File: src/pkg/scc_pkg.sv
/*
  constants for the special-character codec: widths, status values,
  special-character codes, the K-symbol table and reset values.
  assumes symbols are written abcdei fghj with bit a in bit 9.
*/
package scc_pkg;
  // widths
  localparam int SYM_W = 10;
  localparam int CHR_W = 8;
  localparam int ST_W = 3;
  // number of table K symbols and the comma entry
  localparam int NUM_K = 12;
  localparam logic [3:0] COMMA_IDX = 4'h5;
  // receive status values
  localparam logic [2:0] ST_DATA = 3'h0;
  localparam logic [2:0] ST_SPECIAL = 3'h1;
  localparam logic [2:0] ST_NEG_COMMA = 3'h4;
  localparam logic [2:0] ST_POS_COMMA = 3'h5;
  localparam logic [2:0] ST_CODE_VIOL = 3'h6;
  localparam logic [2:0] ST_DISP_VIOL = 3'h7;
  // special-character codes (same in both code sets)
  localparam logic [7:0] C_EOF = 8'h22;
  localparam logic [7:0] C_CODE_VIOL = 8'hE0;
  localparam logic [7:0] C_NEG_COMMA = 8'hE1;
  localparam logic [7:0] C_POS_COMMA = 8'hE2;
  localparam logic [7:0] C_DISP_VIOL = 8'hE4;
  localparam logic [7:0] C_NONE = 8'h00;
  // negative-disparity forms of the violation symbols
  localparam logic [9:0] SYM_CV = 10'h278;
  localparam logic [9:0] SYM_DV = 10'h375;
  // negative-disparity forms: K28.0..K28.7, K23.7, K27.7, K29.7, K30.7
  localparam logic [9:0] K_NEG [NUM_K] = '{10'h0F4, 10'h0F9, 10'h0F5, 10'h0F3,
    10'h0F2, 10'h0FA, 10'h0F6, 10'h0F8, 10'h3A8, 10'h368, 10'h2E8, 10'h1E8};
  // alternate-set codes for the same entries
  localparam logic [7:0] K_ALT [NUM_K] = '{8'h1C, 8'h3C, 8'h5C, 8'h7C,
    8'h9C, 8'hBC, 8'hDC, 8'hFC, 8'hF7, 8'hFB, 8'hFD, 8'hFE};
  // structural sub-block limits on ones counts
  localparam logic [2:0] SIX_MIN = 3'h2;
  localparam logic [2:0] SIX_MAX = 3'h4;
  localparam logic [2:0] FOUR_MIN = 3'h1;
  localparam logic [2:0] FOUR_MAX = 3'h3;
  localparam logic [3:0] ONES_NEG = 4'h4;
  localparam logic [3:0] ONES_POS = 4'h6;
  // running disparity: 0 negative, 1 positive
  localparam logic RD_RESET = 1'b0;
  localparam logic [1:0] SYNC_RESET = 2'h0;
endpackage : scc_pkg

File: src/rtl/scc_codec.sv
/*
  special-character encode and decode for one 8b/10b channel.
  assumes the host and the downstream data encoder share sys_clk_i;
  data characters are table-encoded outside, which reports whether
  the data symbol now on the line flips running disparity.
*/
`timescale 1ns/1ps
module scc_codec (
  // clock, reset, enable
  input wire logic sys_clk_i,
  input wire logic rst_b_i,
  input wire logic clk_en_i,
  // host transmit side
  input wire logic tx_valid_i,
  input wire logic tx_char_control_i,
  input wire logic [7:0] tx_data_i,
  input wire logic tx_data_flip_i,
  // line transmit side
  output logic [9:0] tx_sym_o,
  output logic [7:0] tx_byte_o,
  output logic tx_special_o,
  output logic tx_rd_o,
  // line receive side
  input wire logic rx_valid_i,
  input wire logic [9:0] rx_sym_i,
  // configuration pin
  input wire logic decode_code_set_select_i,
  // host receive side
  output logic rx_valid_o,
  output logic [2:0] rx_char_status_o,
  output logic [7:0] rx_char_o,
  output logic [9:0] rx_sym_o,
  output logic rx_rd_o
);
  // all state of the codec
  typedef struct packed {
    logic [9:0] tx_sym;
    logic [7:0] tx_byte;
    logic tx_special;
    logic tx_rd;
    logic tx_eof_pend;
    logic [1:0] dsel_sync;
    logic rx_valid;
    logic [2:0] rx_status;
    logic [7:0] rx_char;
    logic [9:0] rx_sym;
    logic rx_rd;
  } scc_state_t;

  scc_state_t st_ff; // registered state
  scc_state_t nxt_st; // next state
  logic tcl_pos, tcl_neg; // class of symbol now on tx line
  logic rcl_pos, rcl_neg, rcl_ok; // class of received symbol
  logic tx_rd_now; // disparity after symbol now on tx line
  logic hit, hit_neg, wrong, alt; // receive table lookup
  logic [3:0] idx; // table entry that matched

  // pick symbol form for current disparity
  function automatic logic [9:0] pick(input logic [9:0] neg, input logic rd);
    return rd ? ~neg : neg;
  endfunction : pick

  // classify transmitted special symbol
  scc_sym_class u_tx_class (
    .sym_i(st_ff.tx_sym),
    .pos_o(tcl_pos),
    .neg_o(tcl_neg),
    .shape_ok_o()
  );

  // classify received symbol
  scc_sym_class u_rx_class (
    .sym_i(rx_sym_i),
    .pos_o(rcl_pos),
    .neg_o(rcl_neg),
    .shape_ok_o(rcl_ok)
  );

  // next-state logic for both directions
  always_comb begin
    nxt_st = st_ff;
    hit = 1'b0;
    hit_neg = 1'b0;
    idx = 4'h0;
    alt = st_ff.dsel_sync[1];
    // symbols with four or six ones flip disparity; data flip comes from outside
    tx_rd_now = st_ff.tx_rd ^ (st_ff.tx_special ? (tcl_pos | tcl_neg) : tx_data_flip_i);
    for (int i = 0; i < scc_pkg::NUM_K; i++) begin
      if (rx_sym_i == scc_pkg::K_NEG[i]) begin
        hit = 1'b1;
        hit_neg = 1'b1;
        idx = 4'(i);
      end else if (rx_sym_i == ~scc_pkg::K_NEG[i]) begin
        hit = 1'b1;
        idx = 4'(i);
      end
    end
    wrong = (hit_neg == st_ff.rx_rd);
    if (clk_en_i) begin
      // configuration pin passes two flops
      nxt_st.dsel_sync = {st_ff.dsel_sync[0], decode_code_set_select_i};
      // transmit: default is the fill comma
      nxt_st.tx_rd = tx_rd_now;
      nxt_st.tx_special = 1'b1;
      nxt_st.tx_byte = tx_data_i;
      nxt_st.tx_sym = pick(scc_pkg::K_NEG[scc_pkg::COMMA_IDX], tx_rd_now);
      if (tx_valid_i && tx_char_control_i) begin
        nxt_st.tx_eof_pend = 1'b0;
        if (tx_data_i == scc_pkg::C_NEG_COMMA) begin
          nxt_st.tx_sym = scc_pkg::K_NEG[scc_pkg::COMMA_IDX];
        end else if (tx_data_i == scc_pkg::C_POS_COMMA) begin
          nxt_st.tx_sym = ~scc_pkg::K_NEG[scc_pkg::COMMA_IDX];
        end else if (tx_data_i == scc_pkg::C_CODE_VIOL) begin
          nxt_st.tx_sym = pick(scc_pkg::SYM_CV, tx_rd_now);
        end else if (tx_data_i == scc_pkg::C_DISP_VIOL) begin
          nxt_st.tx_sym = pick(scc_pkg::SYM_DV, tx_rd_now);
        end else if (tx_data_i == scc_pkg::C_EOF) begin
          // comma by disparity already chosen; mark next char
          nxt_st.tx_eof_pend = 1'b1;
        end else begin
          // table entries in either code set; reserved codes keep fill
          for (int i = 0; i < scc_pkg::NUM_K; i++) begin
            if (tx_data_i == 8'(i) || tx_data_i == scc_pkg::K_ALT[i]) begin
              nxt_st.tx_sym = pick(scc_pkg::K_NEG[i], tx_rd_now);
            end
          end
        end
      end else if (tx_valid_i) begin
        // data character handed to the outside encoder
        nxt_st.tx_special = 1'b0;
        nxt_st.tx_eof_pend = 1'b0;
        if (st_ff.tx_eof_pend) begin
          nxt_st.tx_byte[0] = ~tx_rd_now;
        end
      end
      // receive
      nxt_st.rx_valid = rx_valid_i;
      if (rx_valid_i) begin
        nxt_st.rx_sym = rx_sym_i;
        nxt_st.rx_char = scc_pkg::C_NONE;
        nxt_st.rx_status = scc_pkg::ST_SPECIAL;
        if (rx_sym_i == scc_pkg::SYM_CV || rx_sym_i == ~scc_pkg::SYM_CV ||
            (!hit && !rcl_ok)) begin
          // not a table symbol
          if (alt) begin
            nxt_st.rx_status = scc_pkg::ST_CODE_VIOL;
          end else begin
            nxt_st.rx_char = scc_pkg::C_CODE_VIOL;
          end
        end else if (hit && wrong && idx == scc_pkg::COMMA_IDX) begin
          // comma against running disparity
          if (alt) begin
            nxt_st.rx_status = hit_neg ? scc_pkg::ST_NEG_COMMA : scc_pkg::ST_POS_COMMA;
            nxt_st.rx_char = scc_pkg::K_ALT[scc_pkg::COMMA_IDX];
          end else if (hit_neg) begin
            nxt_st.rx_char = scc_pkg::C_NEG_COMMA;
          end else begin
            nxt_st.rx_char = scc_pkg::C_POS_COMMA;
          end
        end else if (hit && wrong) begin
          // other special with wrong disparity
          if (alt) begin
            nxt_st.rx_status = scc_pkg::ST_DISP_VIOL;
          end else begin
            nxt_st.rx_char = scc_pkg::C_DISP_VIOL;
          end
        end else if (hit) begin
          nxt_st.rx_char = alt ? scc_pkg::K_ALT[idx] : {4'h0, idx};
        end else if ((rcl_pos && st_ff.rx_rd) || (rcl_neg && !st_ff.rx_rd)) begin
          // data symbol with wrong disparity
          if (alt) begin
            nxt_st.rx_status = scc_pkg::ST_DISP_VIOL;
          end else begin
            nxt_st.rx_char = scc_pkg::C_DISP_VIOL;
          end
        end else begin
          nxt_st.rx_status = scc_pkg::ST_DATA;
        end
        // disparity follows the symbol, good or bad
        if (rcl_pos) begin
          nxt_st.rx_rd = 1'b1;
        end else if (rcl_neg) begin
          nxt_st.rx_rd = 1'b0;
        end
      end
    end
  end

  // state register
  always_ff @(posedge sys_clk_i or negedge rst_b_i) begin
    if (!rst_b_i) begin
      st_ff <= '0;
      st_ff.tx_rd <= scc_pkg::RD_RESET;
      st_ff.rx_rd <= scc_pkg::RD_RESET;
      st_ff.dsel_sync <= scc_pkg::SYNC_RESET;
    end else begin
      st_ff <= nxt_st;
    end
  end

  // outputs straight from the state register
  assign tx_sym_o = st_ff.tx_sym;
  assign tx_byte_o = st_ff.tx_byte;
  assign tx_special_o = st_ff.tx_special;
  assign tx_rd_o = st_ff.tx_rd;
  assign rx_valid_o = st_ff.rx_valid;
  assign rx_char_status_o = st_ff.rx_status;
  assign rx_char_o = st_ff.rx_char;
  assign rx_sym_o = st_ff.rx_sym;
  assign rx_rd_o = st_ff.rx_rd;
endmodule : scc_codec

File: src/rtl/scc_sym_class.sv
/*
  classifies a 10-bit symbol by ones count: positive, negative or
  balanced disparity, and whether its sub-blocks are plausible.
  assumes purely combinational use by the codec.
*/
`timescale 1ns/1ps
module scc_sym_class (
  // symbol under test
  input wire logic [9:0] sym_i,
  // classification
  output logic pos_o,
  output logic neg_o,
  output logic shape_ok_o
);
  logic [2:0] six; // ones in abcdei
  logic [2:0] four; // ones in fghj
  logic [3:0] tot; // ones in whole symbol

  // count ones per sub-block and check limits
  always_comb begin
    six = 3'h0;
    four = 3'h0;
    for (int i = 4; i < 10; i++) begin
      six = six + {2'h0, sym_i[i]};
    end
    for (int i = 0; i < 4; i++) begin
      four = four + {2'h0, sym_i[i]};
    end
    tot = {1'b0, six} + {1'b0, four};
    pos_o = (tot == scc_pkg::ONES_POS);
    neg_o = (tot == scc_pkg::ONES_NEG);
    shape_ok_o = (six >= scc_pkg::SIX_MIN) && (six <= scc_pkg::SIX_MAX) &&
      (four >= scc_pkg::FOUR_MIN) && (four <= scc_pkg::FOUR_MAX) &&
      (tot >= scc_pkg::ONES_NEG) && (tot <= scc_pkg::ONES_POS);
  end
endmodule : scc_sym_class

File: config.mk
export PLATFORM = sky130hd
export DESIGN_NAME = scc_codec
export DESIGN_NICKNAME = d
export VERILOG_FILES = /design/src/pkg/scc_pkg.sv /design/src/rtl/scc_codec.sv /design/src/rtl/scc_sym_class.sv
export SDC_FILE = /design/constraint.sdc
export NUM_CORES = 1
export LEC_CHECK = 0
export ABC_AREA = 1
export BUFFER_PORTS_ARGS = -buffer_cell sky130_fd_sc_hd__buf_4
export CAP_MARGIN = 25
export CELL_PAD_IN_SITES_DETAIL_PLACEMENT = 1
export CELL_PAD_IN_SITES_GLOBAL_PLACEMENT = 1
export CORE_ASPECT_RATIO = 2
export CORE_MARGIN = 2
export CORE_UTILIZATION = 37
export CTS_BUF_LIST = sky130_fd_sc_hd__clkbuf_4
export DETAILED_ROUTE_END_ITERATION = 10
export PLACE_DENSITY = 0.84
export SYNTH_ARGS = -nofsm -noshare
export SYNTH_HDL_FRONTEND = slang
export SYNTH_SLANG_ARGS = --single-unit
File: constraint.sdc
create_clock -name sys_clk_i -period 4.46 [get_ports sys_clk_i]
set_clock_uncertainty 0.15 [all_clocks]
set_input_delay 1.115 -clock sys_clk_i [delete_from_list [all_inputs] [get_ports sys_clk_i]]
set_output_delay 1.115 -clock sys_clk_i [all_outputs]
set_load 0.01 [all_outputs]
==> insert_results.sql, run 1 <==
INSERT INTO impl_metrics (metric_group, metric, value, unit) VALUES
('status', 'status', 'completed', ''),
('global_route', 'grt_remaining_overflow', '0', ''),
('clock_tree', 'insertion_delay_of_the_later_clocked_pin_in_the_worst_skew_pair', '0.38', 'ns'),
('global_route', 'first_pass_grt_wire_length', '22300', 'um'),
('global_route', 'grt_antenna_before_repair', '1', ''),
('die', 'die_w', '80.9', 'um'),
('die', 'row_count', '56', ''),
('logic_synthesis', 'synth_ff_type', 'sky130_fd_sc_hd__dfrtp_1', ''),
('pwr', 'power.density_cell_area', '614', 'mW/mm^2'),
('clock_tree', 'number_of_levels_in_the_clock_h_tree', '2', ''),
('placed_design', 'dpl_worst_slack', '-0.452', 'ns'),
('clock_tree', 'cts_made_buffers', '5', ''),
('clock_tree', 'ctsLongestPathBuffers', '2', ''),
('routing', 'routed_wl', '14000', 'um'),
('routing', 'detail_route.wl_per_cell', '16.0', 'um'),
('sta', 'final-max-slew-violation-count', '0', ''),
('min_path', 'worstHoldPathType', 'register to register', ''),
('clock_tree', 'clock_sink_count', '46', ''),
('die', 'die-area', '0.0128', 'sq mm'),
('pwr', 'total_leakage_power', '2.75', 'nW'),
('die', 'floorplan.initialDensity', '37.7', '%'),
('layout', 'final.fill_count', '1609', ''),
('logic_synthesis', 'syn_area_per_cell', '6.42', 'sq um'),
('critical_path', 'timing.setup.critical_path_class', 'register to register', ''),
('critical_path', 'cp_cell_sequence', 'ha_1 -> inv_1 -> fa_1 -> fa_2 -> fa_1 -> fa_2 -> or2_2 -> nand2_1 -> nand2_1 -> nand3_1 -> nand2_2 -> or2_2 -> nand2_1 -> nand2_1 -> nand3_1 -> nand2_1 -> nand2_1 -> nand2_1', ''),
('routing', 'first_pass_iters', '4', ''),
('global_route', 'globalRouteTotalUtil', '22.8', '%'),
('critical_path', 'crit_arrival', '4.44', 'ns'),
('critical_path', 'crit-reg2reg-capture', 'tx_sym_o[3]', ''),
('sta', 'final.setup.tns', '0', 'ns'),
('logic_synthesis', 'synth.most_common_cell', 'sky130_fd_sc_hd__nand2_1', ''),
('critical_path', 'cp_slowest_cell', 'sky130_fd_sc_hd__fa_1', ''),
('clock_tree', 'cts.root.buffer_cell', 'sky130_fd_sc_hd__clkbuf_4', ''),
('pwr', 'highest_ir_drop_seen_on_vdd', '0.483', 'mV'),
('logic_synthesis', 'synth_cells', '682', ''),
('die', 'design.core.area', '0.0116', 'sq mm'),
('sta', 'period_share', '96.3', '%'),
('critical_path', 'cp-start-kind', 'register', ''),
('logic_synthesis', 'syn_warnings', '0', ''),
('critical_path', 'cp_data_required_time', '4.61', 'ns'),
('logic_synthesis', 'synth_top_cells_by_area', 'sky130_fd_sc_hd__dfrtp_1 (26%), sky130_fd_sc_hd__nand2_1 (18%), sky130_fd_sc_hd__inv_1 (7.7%)', ''),
('logic_synthesis', 'mappedNetlistArea', '0.00438', 'sq mm'),
('logic_synthesis', 'yosysTopAreaCell', 'sky130_fd_sc_hd__dfrtp_1', ''),
('critical_path', 'reg2reg_setup_slack', '0.17', 'ns'),
('global_route', 'grt_max_degree', '47', ''),
('logic_synthesis', 'synth_common_cells', 'sky130_fd_sc_hd__nand2_1 (211), sky130_fd_sc_hd__inv_1 (90), sky130_fd_sc_hd__nor2_1 (84)', ''),
('pwr', 'report.power.total', '0.00309', 'W'),
('layout', 'final_util', '43.2', '%'),
('critical_path', 'cp_slowest_stage_delay', '0.54', 'ns'),
('critical_path', 'crit_path_frequent_cell', 'sky130_fd_sc_hd__nand2_1', ''),
('logic_synthesis', 'synth-seq-area-share', '26.3', '%'),
('placed_design', 'gpl.final_weighted_congestion', '0.941', ''),
('sta', 'maxSlewHeadroom', '58.4', '%'),
('clock_tree', 'worst_setup_hold_path_clk_slew', '0.16', 'ns'),
('layout', 'final_layout_size_suffix_gt1_share', '19.5', '%'),
('sta', 'setup_ws', '0.166', 'ns'),
('die', 'die_y', '158', 'um'),
('clock_tree', 'cts_tree', 'built', ''),
('job', 'max_cap_violations', '0', ''),
('critical_path', 'end_kind', 'register', ''),
('layout', 'flow.area_growth_from_synthesis', '14.9', '%'),
('routing', 'drt_iter0_drc', '115', ''),
('logic_synthesis', 'netlist-cell-type-count', '35', ''),
('routing', 'route.antenna.remaining_nets', '0', ''),
('routing', 'vias', '4455', ''),
('placed_design', 'dp.final_hpwl', '11700', 'um'),
('min_path', 'hold_end', 'rx_valid_o', ''),
('die', 'floorplan.io_pins', '69', ''),
('critical_path', 'reg2reg_depth', '18', ''),
('logic_synthesis', 'ys_async_sr_fraction', '100', '%'),
('min_path', 'hold_depth', '2', '');
-- logic make-up after synthesis --
| group | count (synthesis) | synth area share, % |
|---|---|---|
| buffers and inverters | 148 | 16.4 |
| AO/OA/AOI/OAI | 77 | 9.34 |
| flip-flops | 46 | 26.3 |
| XOR/XNOR | 2 | 0.400 |
| AND/OR/NAND/NOR | 380 | 37.6 |
| adder cells (fa/ha/maj) | 29 | 10.0 |
-- cells in the final DEF, fill, tap and decap left out, types with 2 or more instances in the layout --
| cell | count |
|---|---|
| sky130_fd_sc_hd__o21ai_0 | 37 |
| sky130_fd_sc_hd__inv_1 | 90 |
| sky130_fd_sc_hd__clkbuf_4 | 5 |
| sky130_fd_sc_hd__nor2_1 | 82 |
| sky130_fd_sc_hd__nand2_4 | 4 |
| sky130_fd_sc_hd__inv_2 | 6 |
| sky130_fd_sc_hd__fa_2 | 5 |
| sky130_fd_sc_hd__nor3_1 | 5 |
| sky130_fd_sc_hd__bufinv_16 | 2 |
| sky130_fd_sc_hd__or2_2 | 2 |
| sky130_fd_sc_hd__nor2_2 | 8 |
| sky130_fd_sc_hd__clkinv_1 | 4 |
| sky130_fd_sc_hd__ha_1 | 19 |
| sky130_fd_sc_hd__nand3_1 | 36 |
| sky130_fd_sc_hd__nand4_1 | 15 |
| sky130_fd_sc_hd__o21ai_1 | 6 |
| sky130_fd_sc_hd__fa_1 | 5 |
| sky130_fd_sc_hd__a31oi_1 | 4 |
| sky130_fd_sc_hd__dfrtp_1 | 46 |
| sky130_fd_sc_hd__o22ai_1 | 2 |
| sky130_fd_sc_hd__a21oi_1 | 21 |
| sky130_fd_sc_hd__nor2_4 | 6 |
| sky130_fd_sc_hd__nand2_1 | 206 |
| sky130_fd_sc_hd__nand2_2 | 13 |
| sky130_fd_sc_hd__a22oi_1 | 2 |
| sky130_fd_sc_hd__buf_4 | 87 |
-- where the power goes --
part | switching (W) | total, W | internal, W
logic | 0.00131 | 0.00216 | 0.000850
registers | 0.0000825 | 0.000599 | 0.000516
clock network | 0.000155 | 0.000328 | 0.000173
total | 0.00155 | 0.00309 | 0.00154
-- through the flow --
| step | std cells | instance area, sq um |
|---|---|---|
| finish | 875 | 5030 |
| global route | 875 | 5030 |
| CTS | 870 | 4960 |
| detailed placement | 862 | 4850 |
| global placement | 862 | 4850 |
| floorplan | 682 | 4380 |
-- repair_timing --
action | in CTS | in global routing
buffers inserted | 0 | 3
hold buffers | 0 | 0
pin swaps | 2 | 5
cloned | 0 | 1
resized for setup | 5 | 12
endpoints found under the setup margin | 6 | 17
-- state kept, by name, summed over array words and instances (netlist names), 2 cells and up --
signal	cells
tx_sym_o	10
st_ff	2
tx_byte_o	8
rx_char_o	8
rx_sym_o	10
rx_char_status_o	3
-- worst max-delay path by stage --
stage           startpoint      endpoint  depth (start not counted)
2_1_floorplan  rx_sym_i[4]  rx_char_o[5]                         16
3_3_place_gp   rx_sym_i[4]  rx_char_o[5]                         17
3_5_place_dp   rx_sym_i[4]  rx_char_o[7]                         17
4_1_cts        rx_sym_i[4]  rx_char_o[7]                         17
5_1_grt        tx_sym_o[4]   tx_sym_o[3]                         18
6_report       tx_sym_o[4]   tx_sym_o[3]                         18
-- worst max-delay path, delay by kind of cell (launching register included) --
family / cells / cell delay [ns]
AND/OR/NAND/NOR: 12 / 1.53
adder cells (fa/ha/maj): 5 / 2.01
flip-flops: 1 / 0.44
buffers and inverters: 1 / 0.08
-- metal layers --
metal	GRT usage [%]	share of wire, %	up-vias
met5	0	0	-
met1	19.6	32	2149
li1	-	-	2183
met2	47.3	59	81
met4	13.8	6.0	0
met3	1.94	2.1	42
-- cell type report --
| type | instances | area, sq um | area share, % |
|---|---|---|---|
| inverter | 99 | 372 | 7.39 |
| clock buffer | 5 | 37.5 | 0.746 |
| sequential | 46 | 1150 | 22.9 |
| timing repair buffer | 87 | 653 | 13.0 |
| tap | 145 | 181 | 3.61 |
| clock inverter | 3 | 63.8 | 1.27 |
| antenna | 1 | 2.50 | 0.0498 |
| multi-input combinational | 489 | 2570 | 51.1 |
No activity file was read; power rests on OpenSTA's default activity.
==> run 2, diff against run 1 <==
--- a/config.mk
+++ b/config.mk
@@ -7,7 +7,6 @@
 export LEC_CHECK = 0
 export ABC_AREA = 1
 export BUFFER_PORTS_ARGS = -buffer_cell sky130_fd_sc_hd__buf_4
-export CAP_MARGIN = 25
 export CELL_PAD_IN_SITES_DETAIL_PLACEMENT = 1
 export CELL_PAD_IN_SITES_GLOBAL_PLACEMENT = 1
 export CORE_ASPECT_RATIO = 2
==> constraint.sdc (replaced) <==
create_clock -name sys_clk_i -period 5 [get_ports sys_clk_i]
set_clock_uncertainty 0.15 [all_clocks]
set_input_delay 1.25 -clock sys_clk_i [delete_from_list [all_inputs] [get_ports sys_clk_i]]
set_output_delay 1.25 -clock sys_clk_i [all_outputs]
set_load 0.01 [all_outputs]
==> run 2 against run 1 <==
Against the previous run:
- register-to-register slack better by 0.30 ns
- cell count down 2.2%
- worst setup slack better by 0.14 ns
- global-route usage up 0.60 points
- total power down 22%
- die area unchanged
- largest cell class unchanged
==> insert_results.sql, run 2 (synthesis gave the netlist of run 1 again) <==
INSERT INTO impl_metrics (metric_group, metric, value, unit) VALUES
('global_route', 'first_pass_grt_wire_length', '22800', 'um'),
('clock_tree', 'worst_setup_hold_path_clk_slew', '0.15', 'ns'),
('sta', 'final-max-slew-violation-count', '0', ''),
('sta', 'worst_slew_pin_slew', '0.643', 'ns'),
('pwr', 'power.density_cell_area', '503', 'mW/mm^2'),
('sta', 'max_clock_freq', '213', 'MHz'),
('routing', 'detail_route.wl_per_cell', '16.4', 'um'),
('pwr', 'power_frac_clock', '7.3', '%'),
('die', 'floorplan.io_pins', '69', ''),
('job', 'max_cap_violations', '0', ''),
('pwr', 'logic_pwr_share', '70.6', '%'),
('clock_tree', 'cts_made_buffers', '5', ''),
('global_route', 'grt_antenna_before_repair', '1', ''),
('critical_path', 'cp_slowest_stage_delay', '0.56', 'ns'),
('routing', 'route.detailed.drc', '0', ''),
('routing', 'drt_iter0_drc', '109', ''),
('pwr', 'internal-power', '0.00113', 'W'),
('sta', 'period_share', '93.9', '%'),
('sta', 'grt_setup_unrepaired', 'false', ''),
('critical_path', 'cp.buffers_inverters', '4', ''),
('die', 'floorplan.initialDensity', '37.7', '%'),
('sta', 'setup_ws', '0.307', 'ns'),
('sta', 'maxSlewHeadroom', '57.1', '%'),
('placed_design', 'dpl_worst_slack', '-0.131', 'ns'),
('global_route', 'grt_remaining_overflow', '0', ''),
('sta', 'period_needed', '4.69', 'ns'),
('clock_tree', 'cts_tree', 'built', ''),
('status', 'status', 'completed', ''),
('layout', 'register_area', '0.00115', 'sq mm'),
('layout', 'final_layout_size_suffix_gt1_share', '15.5', '%'),
('layout', 'final_common_cell', 'sky130_fd_sc_hd__nand2_1', ''),
('clock_tree', 'number_of_levels_in_the_clock_h_tree', '2', ''),
('clock_tree', 'insertion_delay_of_the_later_clocked_pin_in_the_worst_skew_pair', '0.37', 'ns'),
('critical_path', 'crit_path_frequent_cell', 'sky130_fd_sc_hd__fa_1', ''),
('clock_tree', 'cts.root.buffer_cell', 'sky130_fd_sc_hd__clkbuf_4', ''),
('pwr', 'power.share.sequential', '22.1', '%'),
('die', 'die-area', '0.0128', 'sq mm'),
('die', 'row_count', '56', ''),
('sta', 'hold_viol_final', '0', ''),
('routing', 'first_pass_iters', '4', ''),
('clock_tree', 'post_cts.repair.setup_buffers', '0', ''),
('layout', 'finalNetCount', '765', ''),
('layout', 'layout.cells.most_common_list', 'sky130_fd_sc_hd__nand2_1 (211), sky130_fd_sc_hd__inv_1 (90), sky130_fd_sc_hd__nor2_1 (84), sky130_fd_sc_hd__buf_4 (70), sky130_fd_sc_hd__dfrtp_1 (46)', ''),
('layout', 'flow.area_growth_from_synthesis', '9.40', '%'),
('critical_path', 'cp_cell_sequence', 'buf_4 -> inv_1 -> ha_1 -> inv_1 -> fa_1 -> fa_1 -> fa_1 -> fa_1 -> inv_1 -> a21oi_1 -> nand4_1 -> nand3_1 -> nand3_2 -> nand2_1 -> nand2_1 -> nor2_1 -> a21oi_1', ''),
('pwr', 'net-switching-power', '0.00128', 'W'),
('layout', 'multi_input_area', '0.00251', 'sq mm'),
('clock_tree', 'postCtsHoldBufs', '0', ''),
('pwr', 'netSwitchingFraction', '53.1', '%'),
('critical_path', 'critical_path.top_delay_family', 'adder cells', ''),
('die', 'design.core.area', '0.0116', 'sq mm'),
('critical_path', 'crit_arrival', '4.81', 'ns'),
('layout', 'postLayoutCellArea', '0.00479', 'sq mm'),
('global_route', 'grt_max_degree', '47', ''),
('placed_design', 'dp.final_hpwl', '11900', 'um'),
('routing', 'route.detailed.vias_per_inst', '5.12', ''),
('critical_path', 'cp_data_required_time', '5.12', 'ns'),
('die', 'die_w', '80.9', 'um'),
('clock_tree', 'clock_sink_count', '46', ''),
('layout', 'final.fill_count', '1603', ''),
('clock_tree', 'ctsResizeCount', '0', ''),
('global_route', 'globalRouteTotalUtil', '23.4', '%'),
('min_path', 'worstHoldPathType', 'register to register', ''),
('pwr', 'total_leakage_power', '2.65', 'nW'),
('critical_path', 'end_kind', 'register', ''),
('placed_design', 'placement.io_buffers', '68', ''),
('critical_path', 'cp_slowest_cell', 'sky130_fd_sc_hd__fa_1', ''),
('routing', 'route.antenna.remaining_nets', '0', ''),
('routing', 'routed_wl', '14000', 'um'),
('critical_path', 'cp-start-kind', 'input port', ''),
('die', 'die_y', '158', 'um'),
('critical_path', 'critical_path.max_fanout', '4', ''),
('placed_design', 'gpl.final_weighted_congestion', '0.910', ''),
('sta', 'setup_violations', '0', ''),
('critical_path', 'timing.setup.critical_path_class', 'input port to register', ''),
('pwr', 'highest_ir_drop_seen_on_vdd', '0.375', 'mV'),
('global_route', 'first_global_vias', '4934', ''),
('routing', 'vias', '4381', ''),
('placed_design', 'post_place_instance_area', '0.00474', 'sq mm'),
('clock_tree', 'ctsLongestPathBuffers', '2', '');
==> run 2: tightest hold or removal path: cells and delay by family, from the launching register on <==
family	cells	cell delay (ns)
flops	1	0.38
simple gates	2	0.11
==> run 2: per-stage QoR <==
stage               util (%)  TNS (ns)  total power [W]  cells  hold slack, ns
CTS                     41.2         0          0.00243    855           0.356
global route            41.2         0          0.00269    856           0.376
floorplan                  -         0          0.00180    682           0.292
global placement        40.8         0          0.00213    848           0.315
finish                  41.2         0          0.00241    856           0.347
detailed placement      40.8    -0.293          0.00224    848           0.322
==> run 2: worst paths after layout <==
check                                 start           end  slack [ns]  cells after the start
worst max-delay path            rx_sym_i[4]  rx_char_o[7]        0.31                     17
worst min register to register   rx_valid_o    rx_valid_o        0.35                      2
worst min-delay path             rx_valid_o    rx_valid_o        0.35                      2
worst max register to register  tx_sym_o[4]   tx_sym_o[9]        0.47                     20
max in group asynchronous           rst_b_i   rx_sym_o[2]        3.51                      1
min in group asynchronous           rst_b_i   tx_sym_o[7]        0.71                      1
==> run 2: area by class of cell <==
type | instances | area share [%]
inverters | 99 | 7.76
diodes | 1 | 0.0522
repair buffers | 70 | 11.0
well taps | 145 | 3.79
clock buffers | 5 | 0.783
flip-flops and latches | 46 | 24.0
multi-input cells | 488 | 52.4
clock inverters | 2 | 0.209
==> run 2: power groups by stage <==
stage	sequential (W)	clock (W)	combinational, W
after floorplan	0.000518	0	0.00128
after global placement	0.000538	0	0.00159
after detailed placement	0.000542	0	0.00170
after CTS	0.000534	0.000186	0.00171
after global routing	0.000544	0.000199	0.00194
final	0.000532	0.000176	0.00170
==> run 2: routing by layer <==
layer / global-route usage [%] / vias up / share of wire [%]
met1: 19.7 / 2099 / 32
li1: - / 2136 / -
met3: 1.94 / 53 / 1.9
met5: 0 / - / 0
met4: 16.5 / 0 / 7.3
met2: 47.9 / 93 / 59
==> run 3, diff against run 2 <==
--- a/config.mk
+++ b/config.mk
@@ -7,13 +7,14 @@
 export LEC_CHECK = 0
 export ABC_AREA = 1
 export BUFFER_PORTS_ARGS = -buffer_cell sky130_fd_sc_hd__buf_4
-export CELL_PAD_IN_SITES_DETAIL_PLACEMENT = 1
+export CELL_PAD_IN_SITES_DETAIL_PLACEMENT = 0
 export CELL_PAD_IN_SITES_GLOBAL_PLACEMENT = 1
 export CORE_ASPECT_RATIO = 2
 export CORE_MARGIN = 2
 export CORE_UTILIZATION = 37
 export CTS_BUF_LIST = sky130_fd_sc_hd__clkbuf_4
 export DETAILED_ROUTE_END_ITERATION = 10
+export HOLD_SLACK_MARGIN = 0.12
 export PLACE_DENSITY = 0.84
 export SYNTH_ARGS = -nofsm -noshare
 export SYNTH_HDL_FRONTEND = slang
==> run 3 against run 2 <==
Against the previous run:
- combinational power decreased by 4%
- critical path depth unchanged
- cell count rose by 0.12%
- sequential cell count unchanged
- register-to-register slack gained 0.07 ns
- sequential power is essentially flat
- non-clock buffer count is the same
- highest routed layer unchanged
==> insert_results.sql, run 3 (synthesis gave the netlist of run 1 again) <==
INSERT INTO impl_metrics (metric_group, metric, value, unit) VALUES
('status', 'status', 'completed', ''),
('critical_path', 'reg2reg_setup_slack', '0.54', 'ns'),
('routing', 'detail_route.wl_per_cell', '14.7', 'um'),
('pwr', 'net-switching-power', '0.00122', 'W'),
('clock_tree', 'ctsLongestPathBuffers', '2', ''),
('critical_path', 'crit-reg2reg-capture', 'tx_sym_o[6]', ''),
('min_path', 'hold_start', 'rx_valid_o', ''),
('job', 'max_cap_violations', '0', ''),
('die', 'die_y', '158', 'um'),
('critical_path', 'cp-start-kind', 'input port', ''),
('pwr', 'netSwitchingFraction', '49.8', '%'),
('sta', 'period_share', '91.6', '%'),
('global_route', 'first_global_vias', '4315', ''),
('global_route', 'first_pass_grt_wire_length', '19900', 'um'),
('layout', 'final_common_cell', 'sky130_fd_sc_hd__nand2_1', ''),
('routing', 'route.detailed.vias_per_inst', '4.99', ''),
('die', 'design.core.area', '0.0116', 'sq mm'),
('pwr', 'total_leakage_power', '2.67', 'nW'),
('global_route', 'grt_remaining_overflow', '0', ''),
('layout', 'layout.cells.most_common_list', 'sky130_fd_sc_hd__nand2_1 (211), sky130_fd_sc_hd__inv_1 (90), sky130_fd_sc_hd__nor2_1 (84), sky130_fd_sc_hd__buf_4 (70), sky130_fd_sc_hd__dfrtp_1 (46)', ''),
('routing', 'route.detailed.drc', '0', ''),
('sta', 'grt_setup_unrepaired', 'false', ''),
('critical_path', 'reg2reg_depth', '16', ''),
('pwr', 'power.density_cell_area', '505', 'mW/mm^2'),
('clock_tree', 'post_cts.repair.setup_buffers', '0', ''),
('routing', 'first_pass_iters', '5', ''),
('clock_tree', 'postCtsHoldBufs', '0', ''),
('critical_path', 'worstReg2RegStart', 'tx_sym_o[4]', ''),
('sta', 'final-max-slew-violation-count', '0', ''),
('pwr', 'power_frac_clock', '11.6', '%'),
('clock_tree', 'insertion_delay_of_the_later_clocked_pin_in_the_worst_skew_pair', '0.36', 'ns'),
('die', 'die_w', '80.9', 'um'),
('critical_path', 'timing.setup.critical_path_class', 'input port to register', ''),
('pwr', 'logic_pwr_share', '66.7', '%'),
('min_path', 'hold_depth', '2', ''),
('sta', 'hold_viol_final', '0', ''),
('sta', 'max_clock_freq', '218', 'MHz'),
('sta', 'worst_slew_pin_slew', '0.611', 'ns'),
('routing', 'drt_iter0_drc', '226', ''),
('global_route', 'global_route.peak_usage_layer', 'met2', ''),
('placed_design', 'gpl.final_weighted_congestion', '0.910', ''),
('placed_design', 'placement.io_buffers', '68', ''),
('pwr', 'power.share.sequential', '21.7', '%'),
('sta', 'maxSlewHeadroom', '59.3', '%'),
('clock_tree', 'worst_setup_hold_path_clk_slew', '0.17', 'ns'),
('critical_path', 'cp_data_required_time', '5.11', 'ns'),
('routing', 'vias', '4276', ''),
('routing', 'routed_wl', '12600', 'um'),
('die', 'floorplan.initialDensity', '37.7', '%'),
('critical_path', 'critical_path.max_fanout', '4', ''),
('layout', 'flow.area_growth_from_synthesis', '10.6', '%'),
('global_route', 'grt_antenna_before_repair', '1', ''),
('clock_tree', 'number_of_levels_in_the_clock_h_tree', '2', ''),
('clock_tree', 'cts_made_buffers', '5', ''),
('min_path', 'worstHoldPathType', 'register to register', ''),
('routing', 'route.antenna.remaining_nets', '0', ''),
('die', 'floorplan.io_pins', '69', ''),
('sta', 'setup_violations', '0', ''),
('pwr', 'highest_ir_drop_seen_on_vdd', '0.423', 'mV'),
('placed_design', 'dp.final_hpwl', '10500', 'um'),
('global_route', 'grt_max_degree', '47', ''),
('pwr', 'internal-power', '0.00123', 'W'),
('clock_tree', 'cts.root.buffer_cell', 'sky130_fd_sc_hd__clkbuf_4', ''),
('placed_design', 'post_place_instance_area', '0.00474', 'sq mm'),
('global_route', 'use_met1', '18.0', '%'),
('clock_tree', 'cts_tree', 'built', ''),
('layout', 'postLayoutCellArea', '0.00484', 'sq mm'),
('clock_tree', 'clock_sink_count', '46', ''),
('placed_design', 'dpl.cell_count', '848', ''),
('die', 'die-area', '0.0128', 'sq mm'),
('global_route', 'globalRouteMet2Util', '41.1', '%'),
('critical_path', 'crit_arrival', '4.69', 'ns'),
('min_path', 'hold_end', 'rx_valid_o', ''),
('global_route', 'globalRouteTotalUtil', '20.5', '%'),
('sta', 'period_needed', '4.58', 'ns'),
('global_route', 'global_route.usage.met3', '1.94', '%'),
('critical_path', 'end_kind', 'register', ''),
('die', 'row_count', '56', ''),
('layout', 'final_layout_size_suffix_gt1_share', '15.5', '%'),
('layout', 'finalNetCount', '765', ''),
('clock_tree', 'ctsResizeCount', '0', ''),
('layout', 'finalNonFillerCells', '857', '');
[run 3: metal layers]
| metal | routed length (um) | vias up |
|---|---|---|
| met5 | 0 | - |
| met4 | 905 | 0 |
| met3 | 333 | 51 |
| met2 | 7240 | 106 |
| met1 | 4130 | 1976 |
| li1 | - | 2143 |
[run 3: worst max path at each step]
| stage | start | to | slack, ns | cells after the start |
|---|---|---|---|---|
| finish | rx_sym_i[4] | rx_char_o[5] | 0.42 | 17 |
| global route | rx_sym_i[5] | rx_char_o[5] | 0.17 | 17 |
| CTS | rx_sym_i[4] | rx_char_o[5] | 0.42 | 17 |
| detailed placement | rx_sym_i[4] | rx_char_o[5] | -0.002 | 17 |
| global placement | rx_sym_i[4] | rx_char_o[5] | 0.07 | 17 |
| floorplan | rx_sym_i[4] | rx_char_o[5] | 0.44 | 16 |
[run 3: per-stage QoR]
step	utilization, %	TNS, ns	power [W]	setup WS [ns]	hold slack (ns)
after detailed placement	40.8	-0.00199	0.00219	-0.00199	0.314
final	41.7	0	0.00245	0.418	0.343
after global routing	41.7	0	0.00272	0.171	0.374
after floorplan	-	0	0.00180	0.441	0.292
after CTS	41.6	0	0.00248	0.425	0.352
after global placement	40.8	0	0.00213	0.0730	0.315
[run 3: critical path, cell delays in order]
cell and delay (ns):
sky130_fd_sc_hd__buf_4 0.12, sky130_fd_sc_hd__inv_1 0.08, sky130_fd_sc_hd__ha_1 0.23, sky130_fd_sc_hd__inv_1 0.07
sky130_fd_sc_hd__fa_1 0.48, sky130_fd_sc_hd__fa_1 0.41, sky130_fd_sc_hd__fa_1 0.50, sky130_fd_sc_hd__fa_1 0.56
sky130_fd_sc_hd__inv_1 0.07, sky130_fd_sc_hd__a21oi_1 0.12, sky130_fd_sc_hd__nand4_1 0.10, sky130_fd_sc_hd__nand3_1 0.11
sky130_fd_sc_hd__nand3_2 0.13, sky130_fd_sc_hd__nand2_1 0.14, sky130_fd_sc_hd__nand2_1 0.08, sky130_fd_sc_hd__nor2_1 0.15
sky130_fd_sc_hd__a21oi_1 0.08
[run 3: layout make-up]
cell class	instances	area (sq um)
Clock buffer	5	37.5
Timing Repair Buffer	70	526
Inverter	99	372
Sequential cell	46	1150
Clock inverter	3	63.8
Multi-Input combinational cell	488	2510
Antenna cell	1	2.50
Fill cell	1329	6790
Tap cell	145	181
[run 3: power groups by stage]
stage	Sequential [W]	Combinational, W	Clock, W
global placement	0.000538	0.00159	0
global route	0.000543	0.00187	0.000308
finish	0.000532	0.00163	0.000284
detailed placement	0.000541	0.00165	0
CTS	0.000534	0.00165	0.000295
floorplan	0.000518	0.00128	0
